[config.mk]
export PLATFORM = sky130hd
export DESIGN_NAME = ucpc_top
export DESIGN_NICKNAME = d
export VERILOG_FILES = /design/src/ucpc_pkg.sv /design/src/ucpc_top.sv
export VERILOG_INCLUDE_DIRS = /design/src /design/src/src
export SDC_FILE = /design/constraint.sdc
export NUM_CORES = 1
export LEC_CHECK = 0
export ABC_AREA = 0
export BUFFER_PORTS_ARGS = -buffer_cell sky130_fd_sc_hd__buf_4
export CAP_MARGIN = 20
export CORE_MARGIN = 2
export CORE_UTILIZATION = 59
export DETAILED_ROUTE_END_ITERATION = 12
export MAX_ROUTING_LAYER = met4
export PLACE_DENSITY = 0.82
export SKIP_CTS_REPAIR_TIMING = 1
export SYNTH_ARGS = -nofsm -noshare
export SYNTH_HDL_FRONTEND = slang
export SYNTH_SLANG_ARGS = --single-unit
[constraint.sdc]
create_clock -name ref_clk -period 3.5 [get_ports ref_clk]
set_clock_uncertainty 0.05 [all_clocks]
set_input_delay 0.35 -clock ref_clk [delete_from_list [all_inputs] [get_ports ref_clk]]
set_output_delay 0.35 -clock ref_clk [all_outputs]
set_load 0.01 [all_outputs]
[src/ucpc_cfg.svh]
`ifndef UCPC_CFG_SVH
`define UCPC_CFG_SVH
// register offsets on the 3-bit host address
`define UCPC_OFS_DATA 3'h0
`define UCPC_OFS_IER 3'h1
`define UCPC_OFS_EFR 3'h2
`define UCPC_OFS_MCR 3'h4
`define UCPC_OFS_MSR 3'h6
// modem control fields
`define UCPC_MCR_RTS 1
`define UCPC_MCR_OUT 3
`define UCPC_MCR_LOOP 4
// enhanced feature fields
`define UCPC_EFR_AUTO_RTS 6
// modem status fields
`define UCPC_MSR_RING_EDGE 2
`define UCPC_MSR_RING 6
// interrupt enable / pending fields
`define UCPC_INT_RX_DATA 0
`define UCPC_INT_TX_SPACE 1
`define UCPC_INT_RX_ERR 2
`define UCPC_INT_MODEM 3
// reset values
`define UCPC_MCR_RST 8'h00
`define UCPC_IER_RST 8'h00
`define UCPC_EFR_RST 8'h00
// pin filter: three flops, change once stage two and three agree
`define UCPC_SYNC_DEPTH 3
`endif

[src/ucpc_pkg.sv]
package ucpc_pkg;
   typedef enum logic [1:0] {
      UCPC_IDLE = 2'h0,
      UCPC_READ = 2'h1,
      UCPC_WRITE = 2'h2
   } ucpc_strobe_t;
   typedef logic [7:0] ucpc_byte_t;
endpackage

[src/ucpc_top.sv]
`timescale 1ns/1ps
`include "ucpc_cfg.svh"
module ucpc_top #(
   parameter int LEVEL_W = 7,
   parameter int FIFO_DEPTH = 64
) (
   input wire logic ref_clk,
   input wire logic rst,
   input wire logic channel_a_select_n,
   input wire logic reg_read_strobe_n,
   input wire logic reg_write_strobe_n,
   input wire logic [2:0] reg_addr,
   input wire logic [7:0] data_in,
   output logic [7:0] data_out,
   output logic data_oe,
   output logic channel_a_irq_out,
   output logic channel_a_irq_oe,
   output logic channel_a_user_out_n,
   input wire logic channel_a_ring_ind_n,
   output logic rts_n,
   input wire logic serial_rx_pin,
   output logic serial_tx_pin,
   input wire logic tx_serial_bit,
   output logic rx_serial_bit,
   input wire logic [7:0] rx_hold_data,
   output logic [7:0] tx_hold_data,
   output logic tx_hold_write,
   output logic rx_hold_read,
   input wire logic rx_error,
   input wire logic [LEVEL_W-1:0] rx_level,
   input wire logic [LEVEL_W-1:0] tx_level,
   input wire logic [LEVEL_W-1:0] rx_trigger,
   input wire logic [LEVEL_W-1:0] tx_trigger,
   input wire logic [LEVEL_W-1:0] rts_halt_level,
   input wire logic [LEVEL_W-1:0] rts_resume_level,
   output logic channel_a_rx_dma_ready_n,
   output logic channel_a_tx_dma_ready_n
);
   localparam int SW = 16;
   localparam logic [LEVEL_W-1:0] DEPTH_L = LEVEL_W'(FIFO_DEPTH);

   // pin filter stages: cs, rd, wr, ring, rx, addr, data
   logic [SW-1:0] pin_raw;
   logic [SW-1:0] sync_s1;
   logic [SW-1:0] sync_s2;
   logic [SW-1:0] sync_s3;
   logic [SW-1:0] pin_f;
   logic [SW-1:0] next_pin_f;
   ucpc_pkg::ucpc_strobe_t strobe;
   logic rd_prev;
   logic wr_prev;
   logic ring_prev;
   logic cs_f;
   logic rd_f;
   logic wr_f;
   logic ring_n_f;
   logic rx_f;
   logic [2:0] addr_f;
   logic [7:0] din_f;
   logic rd_fall;
   logic wr_rise;
   logic ring_rise;
   logic wr_sel;
   ucpc_pkg::ucpc_byte_t modem_control_reg;
   ucpc_pkg::ucpc_byte_t interrupt_enable_reg;
   ucpc_pkg::ucpc_byte_t enhanced_feature_reg;
   ucpc_pkg::ucpc_byte_t modem_status_reg;
   ucpc_pkg::ucpc_byte_t read_mux;
   logic ring_delta;
   logic [3:0] pending;
   logic auto_room;
   logic [LEVEL_W-1:0] tx_free;

   assign pin_raw = {channel_a_select_n, reg_read_strobe_n, reg_write_strobe_n,
                     channel_a_ring_ind_n, serial_rx_pin, reg_addr, data_in};
   assign {cs_f, rd_f, wr_f, ring_n_f, rx_f, addr_f, din_f} = pin_f;

   // a bit of the filtered view moves only when stages two and three agree
   always_comb begin
      for (int i = 0; i < SW; i++) begin
         next_pin_f[i] = (sync_s2[i] == sync_s3[i]) ? sync_s3[i] : pin_f[i];
      end
   end

   // idle strobes high so reset release never looks like an edge
   always_ff @(posedge ref_clk) begin
      if (rst) begin
         sync_s1 <= 16'hFFFF;
         sync_s2 <= 16'hFFFF;
         sync_s3 <= 16'hFFFF;
         pin_f <= 16'hFFFF;
      end else begin
         sync_s1 <= pin_raw;
         sync_s2 <= sync_s1;
         sync_s3 <= sync_s2;
         pin_f <= next_pin_f;
      end
   end

   always_ff @(posedge ref_clk) begin
      if (rst) begin
         rd_prev <= 1'b1;
         wr_prev <= 1'b1;
         ring_prev <= 1'b1;
      end else begin
         rd_prev <= rd_f;
         wr_prev <= wr_f;
         ring_prev <= ring_n_f;
      end
   end

   assign rd_fall = rd_prev && !rd_f && !cs_f;
   assign wr_rise = !wr_prev && wr_f;
   // addr and data are held through the strobe, so the filtered copy is valid
   assign wr_sel = wr_rise && !cs_f;
   assign ring_rise = !ring_prev && ring_n_f;

   always_ff @(posedge ref_clk) begin
      if (rst) begin
         strobe <= ucpc_pkg::UCPC_IDLE;
      end else begin
         case (strobe)
            ucpc_pkg::UCPC_IDLE: begin
               if (!cs_f && !rd_f) begin
                  strobe <= ucpc_pkg::UCPC_READ;
               end else if (!cs_f && !wr_f) begin
                  strobe <= ucpc_pkg::UCPC_WRITE;
               end
            end
            ucpc_pkg::UCPC_READ: begin
               if (rd_f || cs_f) begin
                  strobe <= ucpc_pkg::UCPC_IDLE;
               end
            end
            ucpc_pkg::UCPC_WRITE: begin
               if (wr_f) begin
                  strobe <= ucpc_pkg::UCPC_IDLE;
               end
            end
            default: strobe <= ucpc_pkg::UCPC_IDLE;
         endcase
      end
   end

   // control registers
   always_ff @(posedge ref_clk) begin
      if (rst) begin
         modem_control_reg <= `UCPC_MCR_RST;
         interrupt_enable_reg <= `UCPC_IER_RST;
         enhanced_feature_reg <= `UCPC_EFR_RST;
      end else if (wr_sel) begin
         case (addr_f)
            `UCPC_OFS_IER: interrupt_enable_reg <= din_f;
            `UCPC_OFS_EFR: enhanced_feature_reg <= din_f;
            `UCPC_OFS_MCR: modem_control_reg <= din_f;
            default: ;
         endcase
      end
   end

   always_ff @(posedge ref_clk) begin
      if (rst) begin
         tx_hold_write <= 1'b0;
         tx_hold_data <= 8'h00;
      end else begin
         tx_hold_write <= wr_sel && (addr_f == `UCPC_OFS_DATA);
         if (wr_sel && (addr_f == `UCPC_OFS_DATA)) begin
            tx_hold_data <= din_f;
         end
      end
   end

   // ring edge flag: an edge in the clearing read cycle survives
   always_ff @(posedge ref_clk) begin
      if (rst) begin
         ring_delta <= 1'b0;
      end else if (ring_rise) begin
         ring_delta <= 1'b1;
      end else if (rd_fall && addr_f == `UCPC_OFS_MSR) begin
         ring_delta <= 1'b0;
      end
   end

   always_comb begin
      modem_status_reg = 8'h00;
      modem_status_reg[`UCPC_MSR_RING] = !ring_n_f;
      modem_status_reg[`UCPC_MSR_RING_EDGE] = ring_delta;
   end

   always_comb begin
      case (addr_f)
         `UCPC_OFS_DATA: read_mux = rx_hold_data;
         `UCPC_OFS_IER: read_mux = interrupt_enable_reg;
         `UCPC_OFS_EFR: read_mux = enhanced_feature_reg;
         `UCPC_OFS_MCR: read_mux = modem_control_reg;
         `UCPC_OFS_MSR: read_mux = modem_status_reg;
         default: read_mux = 8'h00;
      endcase
   end

   // data latched at the falling edge, held for the whole strobe
   always_ff @(posedge ref_clk) begin
      if (rst) begin
         data_out <= 8'h00;
         data_oe <= 1'b0;
         rx_hold_read <= 1'b0;
      end else begin
         if (rd_fall) begin
            data_out <= read_mux;
         end
         data_oe <= !rd_f && !cs_f;
         rx_hold_read <= rd_fall && (addr_f == `UCPC_OFS_DATA);
      end
   end

   assign pending[`UCPC_INT_RX_DATA] = (rx_level != '0);
   assign pending[`UCPC_INT_TX_SPACE] = (tx_level == '0);
   assign pending[`UCPC_INT_RX_ERR] = rx_error;
   assign pending[`UCPC_INT_MODEM] = ring_delta;

   always_ff @(posedge ref_clk) begin
      if (rst) begin
         channel_a_irq_out <= 1'b0;
         channel_a_irq_oe <= 1'b0;
         channel_a_user_out_n <= 1'b1;
      end else begin
         channel_a_irq_out <= |(pending & interrupt_enable_reg[3:0]);
         channel_a_irq_oe <= modem_control_reg[`UCPC_MCR_OUT];
         channel_a_user_out_n <= !modem_control_reg[`UCPC_MCR_OUT];
      end
   end
   // hysteresis between halt and resume levels
   always_ff @(posedge ref_clk) begin
      if (rst) begin
         auto_room <= 1'b1;
      end else if (rx_level >= rts_halt_level) begin
         auto_room <= 1'b0;
      end else if (rx_level <= rts_resume_level) begin
         auto_room <= 1'b1;
      end
   end
   always_ff @(posedge ref_clk) begin
      if (rst) begin
         rts_n <= 1'b1;
      end else begin
         rts_n <= !(modem_control_reg[`UCPC_MCR_RTS] &&
                    (!enhanced_feature_reg[`UCPC_EFR_AUTO_RTS] || auto_room));
      end
   end
   always_ff @(posedge ref_clk) begin
      if (rst) begin
         serial_tx_pin <= 1'b1;
         rx_serial_bit <= 1'b1;
      end else if (modem_control_reg[`UCPC_MCR_LOOP]) begin
         serial_tx_pin <= 1'b1;
         rx_serial_bit <= tx_serial_bit;
      end else begin
         serial_tx_pin <= tx_serial_bit;
         rx_serial_bit <= rx_f;
      end
   end
   assign tx_free = DEPTH_L - tx_level;
   always_ff @(posedge ref_clk) begin
      if (rst) begin
         channel_a_rx_dma_ready_n <= 1'b1;
         channel_a_tx_dma_ready_n <= 1'b0;
      end else begin
         channel_a_rx_dma_ready_n <= !((rx_level >= rx_trigger) ||
                                       (rx_level != '0));
         channel_a_tx_dma_ready_n <= !((tx_free >= tx_trigger) ||
                                       (tx_level == '0));
      end
   end
endmodule

Word level (Yosys, flattened, before mapping)
Cells that the tools add are included.

Muxes and demuxes: 6. $lt $le $gt $ge: 4. Add/subtract/negate cells: 1. Equal/unequal tests: 20. Reductions and logical operators: 33. Bitwise gates (word level): 1.

Operators by type and width (number): $pmux 8 s5 (1); $ge 7x7->1 (3); $eq 1x1->1 (16); $logic_and 1x1->1 (10); $logic_not 1->1 (10); $le 7x7->1 (1); $logic_not 7->1 (1); $reduce_bool 7->1 (1); $sub 7x7->7 const A (1); $eq 3x3->1 const B (2); $reduce_and 2->1 (3); $mux 1 (5); $and 4x4->4 (1); $reduce_bool 2->1 (2); $reduce_or 4->1 (1); $eq 3x1->1 const B (1); $eq 3x2->1 const B (1); $logic_not 3->1 (1); $logic_or 1x1->1 (3); $reduce_or 2->1 (1).

Input bits: 70. Word-level logic and storage cells: 105. Output and inout port bits: 27. Flip-flop bits (word level): 120.

Depth between registers and ports, before layout
Depth after elaboration: 6. Depth in mapped cells: 8. Depth with buffers taken out: 8.

Least setup slack after synthesis
Ideal clock, no wire load.

Path kind: input port to flip-flop. Start: input port tx_level[0]. End: register channel_a_tx_dma_ready_n. Library setup time: 0.058 ns. Setup slack: 1.266 ns. Required time: 3.392 ns. Arrival time: 2.126 ns. Cell stages on the path: 8. Path buffers: 0. Path through: inv_1 > ha_1 > or3b_2 > nor3_1 > xor2_1 > ha_1 > a2111oi_0 > o21a_1.

Word-level cells in the longest chain between the ends: 4. Elaborated cells on any way between the ends: 5. Classes of those cells: add/sub: 1; order compare: 1; reduce/logical: 3.

RTL lines: start: declaration (RTL line ucpc_top.sv:31) `input wire logic [LEVEL_W-1:0] tx_level,`; $sub 7x7->7 (RTL line ucpc_top.sv:262) `assign tx_free = DEPTH_L - tx_level;`; $ge 7x7->1 (RTL line ucpc_top.sv:270) `channel_a_tx_dma_ready_n <= !((tx_free >= tx_trigger) ||`; $logic_or 1x1->1 (*) (RTL line ucpc_top.sv:270); $logic_not 1->1 (*) (RTL line ucpc_top.sv:270); end signal: assignment (RTL line ucpc_top.sv:270); end: declaration (RTL line ucpc_top.sv:37) `output logic channel_a_tx_dma_ready_n`.

Mark *: on every way between the ends. The rest lies on a longest branch, timed or not. A chain may end at the register's enable or synchronous reset.

Worst setup path after layout
Same ends and word-level chain as after synthesis.

==> flow_summary.rst <==
.. list-table::
   :header-rows: 1

   * - Metric
     - Value
   * - Result of the run
     - finished, final reports clean
   * - Grt met1 use
     - 28.59%
   * - Biggest area consumer among synthesized cells
     - dfxtp_1
   * - Wire length of the first global-routing pass
     - 16590 um
   * - FP Rows
     - 33
   * - Share of synthesized area occupied by flip-flops and latches
     - 49.54%
   * - Worst min path class
     - in -> reg
   * - Min-Delay Startpoint
     - tx_serial_bit
   * - Initial detailed-routing violation count
     - 180
   * - Filler Cell Count
     - 563
   * - Class of the most critical setup path
     - in -> reg
   * - Post-Syn Area per Cell
     - 9.699 um^2
   * - Final-stage net count
     - 712
   * - Register cell area after layout
     - 2402 um^2
   * - Shortest clock period the worst path allows after layout
     - 2136 ps
   * - Worst Hold Endpoint
     - serial_tx_pin$_SDFF_PP1_
   * - Tightest Pin Transition
     - 912.4 ps
   * - Multi-input logic area
     - 2253 um^2
   * - Clock tree sinks
     - 120
   * - Crit-path max FO
     - 3
   * - Headroom to the max-slew limit
     - 39.17%
   * - Number of buffer and inverter stages on the critical path
     - 2
   * - Post-route setup TNS
     - 0 ps
   * - Port buffer count
     - 96
   * - Worst endpoint required time
     - 3900 ps
   * - Most congested layer reported by global routing
     - met2
   * - Critical R2R Launch
     - pin_f[9]$_SDFFE_PP1N_
   * - Count of vias placed by the detailed router
     - 3858
   * - Yosys synthesis warning count
     - 0
   * - Endpoint arrival time on the critical path
     - 2540 ps
   * - Met3 demand-to-capacity share in global routing
     - 6.464%
   * - R2R setup slack
     - 1460 ps
   * - Die Outline Area
     - 8961 um^2
   * - Clk root buf
     - clkbuf_8
   * - Synthesized netlist cell count
     - 500
   * - Commonest register cell after synthesis
     - dfxtp_1
   * - Max-cap viol count
     - 0
   * - VDD IR-drop max
     - 0.4352 mV
   * - Top cells by area in the synthesized netlist
     - dfxtp_1, ha_1, or2_2
   * - H-tree level count
     - 4
   * - Drt first pass iters
     - 4
   * - Worst reg-to-reg path cell count
     - 4
   * - Util after Layout
     - 78.32%
   * - CP delay by family, top
     - compound AO/OA/AOI/OAI gates
   * - Antenna Nets Post-Route
     - 0
   * - Fraction of the cycle the final worst path needs
     - 61.04%
   * - Stage delay of the slowest cell on the critical path
     - 500 ps
   * - Routed length per instance
     - 14.29 um
   * - Gr ovfl total
     - 0
   * - Maximum clock rate
     - 468.1 MHz
   * - Maximum number of pins on one net before global-route repair
     - 116
   * - Global Route Usage Sum
     - 24.61%
   * - Vias/cell
     - 5.299
   * - Final setup violating endpoints
     - 0
   * - Instance count along the most critical hold path
     - 2
   * - Commonest non-fill, non-tap cells in the layout
     - dfxtp_1, buf_4, nor2_1
   * - R2r endpoint
     - data_out[2]$_SDFFE_PP0P_
   * - EDFF count, synth
     - 0
   * - Number of failing hold endpoints at the final stage
     - 0
   * - Most common cell after layout, fill and taps aside
     - dfxtp_1
   * - Count of inserted antenna diode cells
     - 0
   * - Routed wire length
     - 10400 um
   * - CTS max path bufs
     - 2
   * - Total count of max-transition violations in the final report
     - 0
   * - Dpl hpwl
     - 6976 um
   * - Die Wd
     - 94.66 um
   * - Leakage dissipation
     - 2.982 nW
   * - Synth Net Count
     - 599
   * - DRC violation count after routing
     - 0
   * - Crit path launch type
     - primary input
   * - Number of primary I/O pins
     - 97
   * - FFs w/ async S/R, synth
     - 0%
   * - Share of the synthesized area in the top cell type
     - 49.54%
   * - Number of global-route vias before repair
     - 3680
   * - P&R area growth vs syn
     - 30.70%
   * - GP Congestion
     - 0.9023
   * - Endpoint kind of the worst setup timing path
     - register
   * - Global Route met2 Usage
     - 40.66%
   * - Clock buffer count from CTS
     - 17
   * - Unrepaired setup endpoints after global routing
     - false
   * - Fraction of layout cells with a size suffix above 1
     - 29.70%
   * - CP max stage cell
     - a2111oi_0
   * - Power density over cell area
     - 501.8 nW/um^2
   * - Std-Cell Core Area
     - 8093 um^2
   * - Most frequent CP cell
     - ha_1
   * - TritonCTS clock tree
     - built
   * - Antenna violations before repair
     - 0
   * - Cell Area, Synth
     - 4850 um^2
   * - Worst skew pair latency
     - 510 ps
   * - Number of unique standard cell types used by synthesis
     - 49
   * - Post-CTS clock slew at the launch and capture registers of the worst setup and hold paths
     - 60 ps
   * - Starting density of the core
     - 59.93%
   * - Cell-by-cell trace of the critical path
     - buf_4 > inv_1 > ha_1 > or3b_2 > nor3_1 > xor2_1 > ha_1 > a2111oi_0 > o21a_1
   * - #FFs+latches synth
     - 120
   * - Height of the die
     - 94.66 um
==> kinds of logic after synthesis <==
kind of cell	Yosys count	synth area share, %
XOR/XNOR	5	0.9032
AND/OR/NAND/NOR	175	19.09
multiplexers	33	6.837
flip-flops	120	49.54
buffers and inverters	50	3.999
adder cells (fa/ha/maj)	29	7.482
AO/OA/AOI/OAI	88	12.15
==> report_power, final <==
group	internal (mW)	total, mW	switching (mW)
Clock	1.01	1.57	0.558
Sequential	1.39	1.41	0.0119
Combinational	0.120	0.204	0.0843
==> per-layer routing <==
layer  vias up  wire length (um)
li1       1931                 -
met1      1802              4403
met2       107              5354
met3        18               474
met4         0               169
met5         -                 0
==> worst max-delay path by stage <==
stage | startpoint | endpoint | slack (ps) | depth (start not counted)
2_1_floorplan | tx_level[0] | channel_a_tx_dma_ready_n$_SDFF_PP0_ | 1270 | 8
3_3_place_gp | tx_level[0] | channel_a_tx_dma_ready_n$_SDFF_PP0_ | 1090 | 9
3_5_place_dp | tx_level[0] | channel_a_tx_dma_ready_n$_SDFF_PP0_ | 820 | 9
4_1_cts | tx_level[0] | channel_a_tx_dma_ready_n$_SDFF_PP0_ | 1350 | 9
5_1_grt | tx_level[0] | channel_a_tx_dma_ready_n$_SDFF_PP0_ | 1280 | 9
6_report | tx_level[0] | channel_a_tx_dma_ready_n$_SDFF_PP0_ | 1360 | 9
==> layout make-up <==
class	count	area share, %
timing repair buffer	115	14.25
clock buffer	20	6.869
sequential	120	37.90
tap	105	2.073
clock inverter	9	1.638
inverter	29	1.717
multi-input combinational	330	35.55
==> worst register-to-register path, cell delays in order (launching register included) <==
cell and delay (ps):
dfxtp_1 810, nor2b_1 570, o2bb2ai_1 170, a22oi_1 110
a211oi_1 240
==> synthesized netlist by cell type (all sizes together) (2+ instances only) <==
master,count
dfxtp,120
nor2,57
or2,52
a21oi,35
mux2i,32
ha,29
inv,29
nand2,20
clkbuf,16
o21bai,16
nand3,14
nor3,6
a211oi,5
buf,5
nor2b,5
o21ai,5
a21o,4
a32oi,4
nand3b,4
o2bb2ai,4
nand2b,3
nor3b,3
o31ai,3
xnor2,3
a22oi,2
nand4,2
nor4,2
o21a,2
xor2,2
==> stage by stage <==
step / worst slack (ps) / power [mW] / cells / area (um^2) / hold slack, ps
after floorplan: 1266 / 1.529 / 500 / 4850 / 339.5
after global placement: 1093 / 1.612 / 683 / 5639 / 341.6
after detailed placement: 819.6 / 1.624 / 683 / 5639 / 342.3
after CTS: 1351 / 3.191 / 712 / 6178 / -44.75
after global routing: 1279 / 3.298 / 728 / 6339 / 7.597
final: 1364 / 3.181 / 728 / 6339 / 7.156
Power figures use the tool's default switching activity.
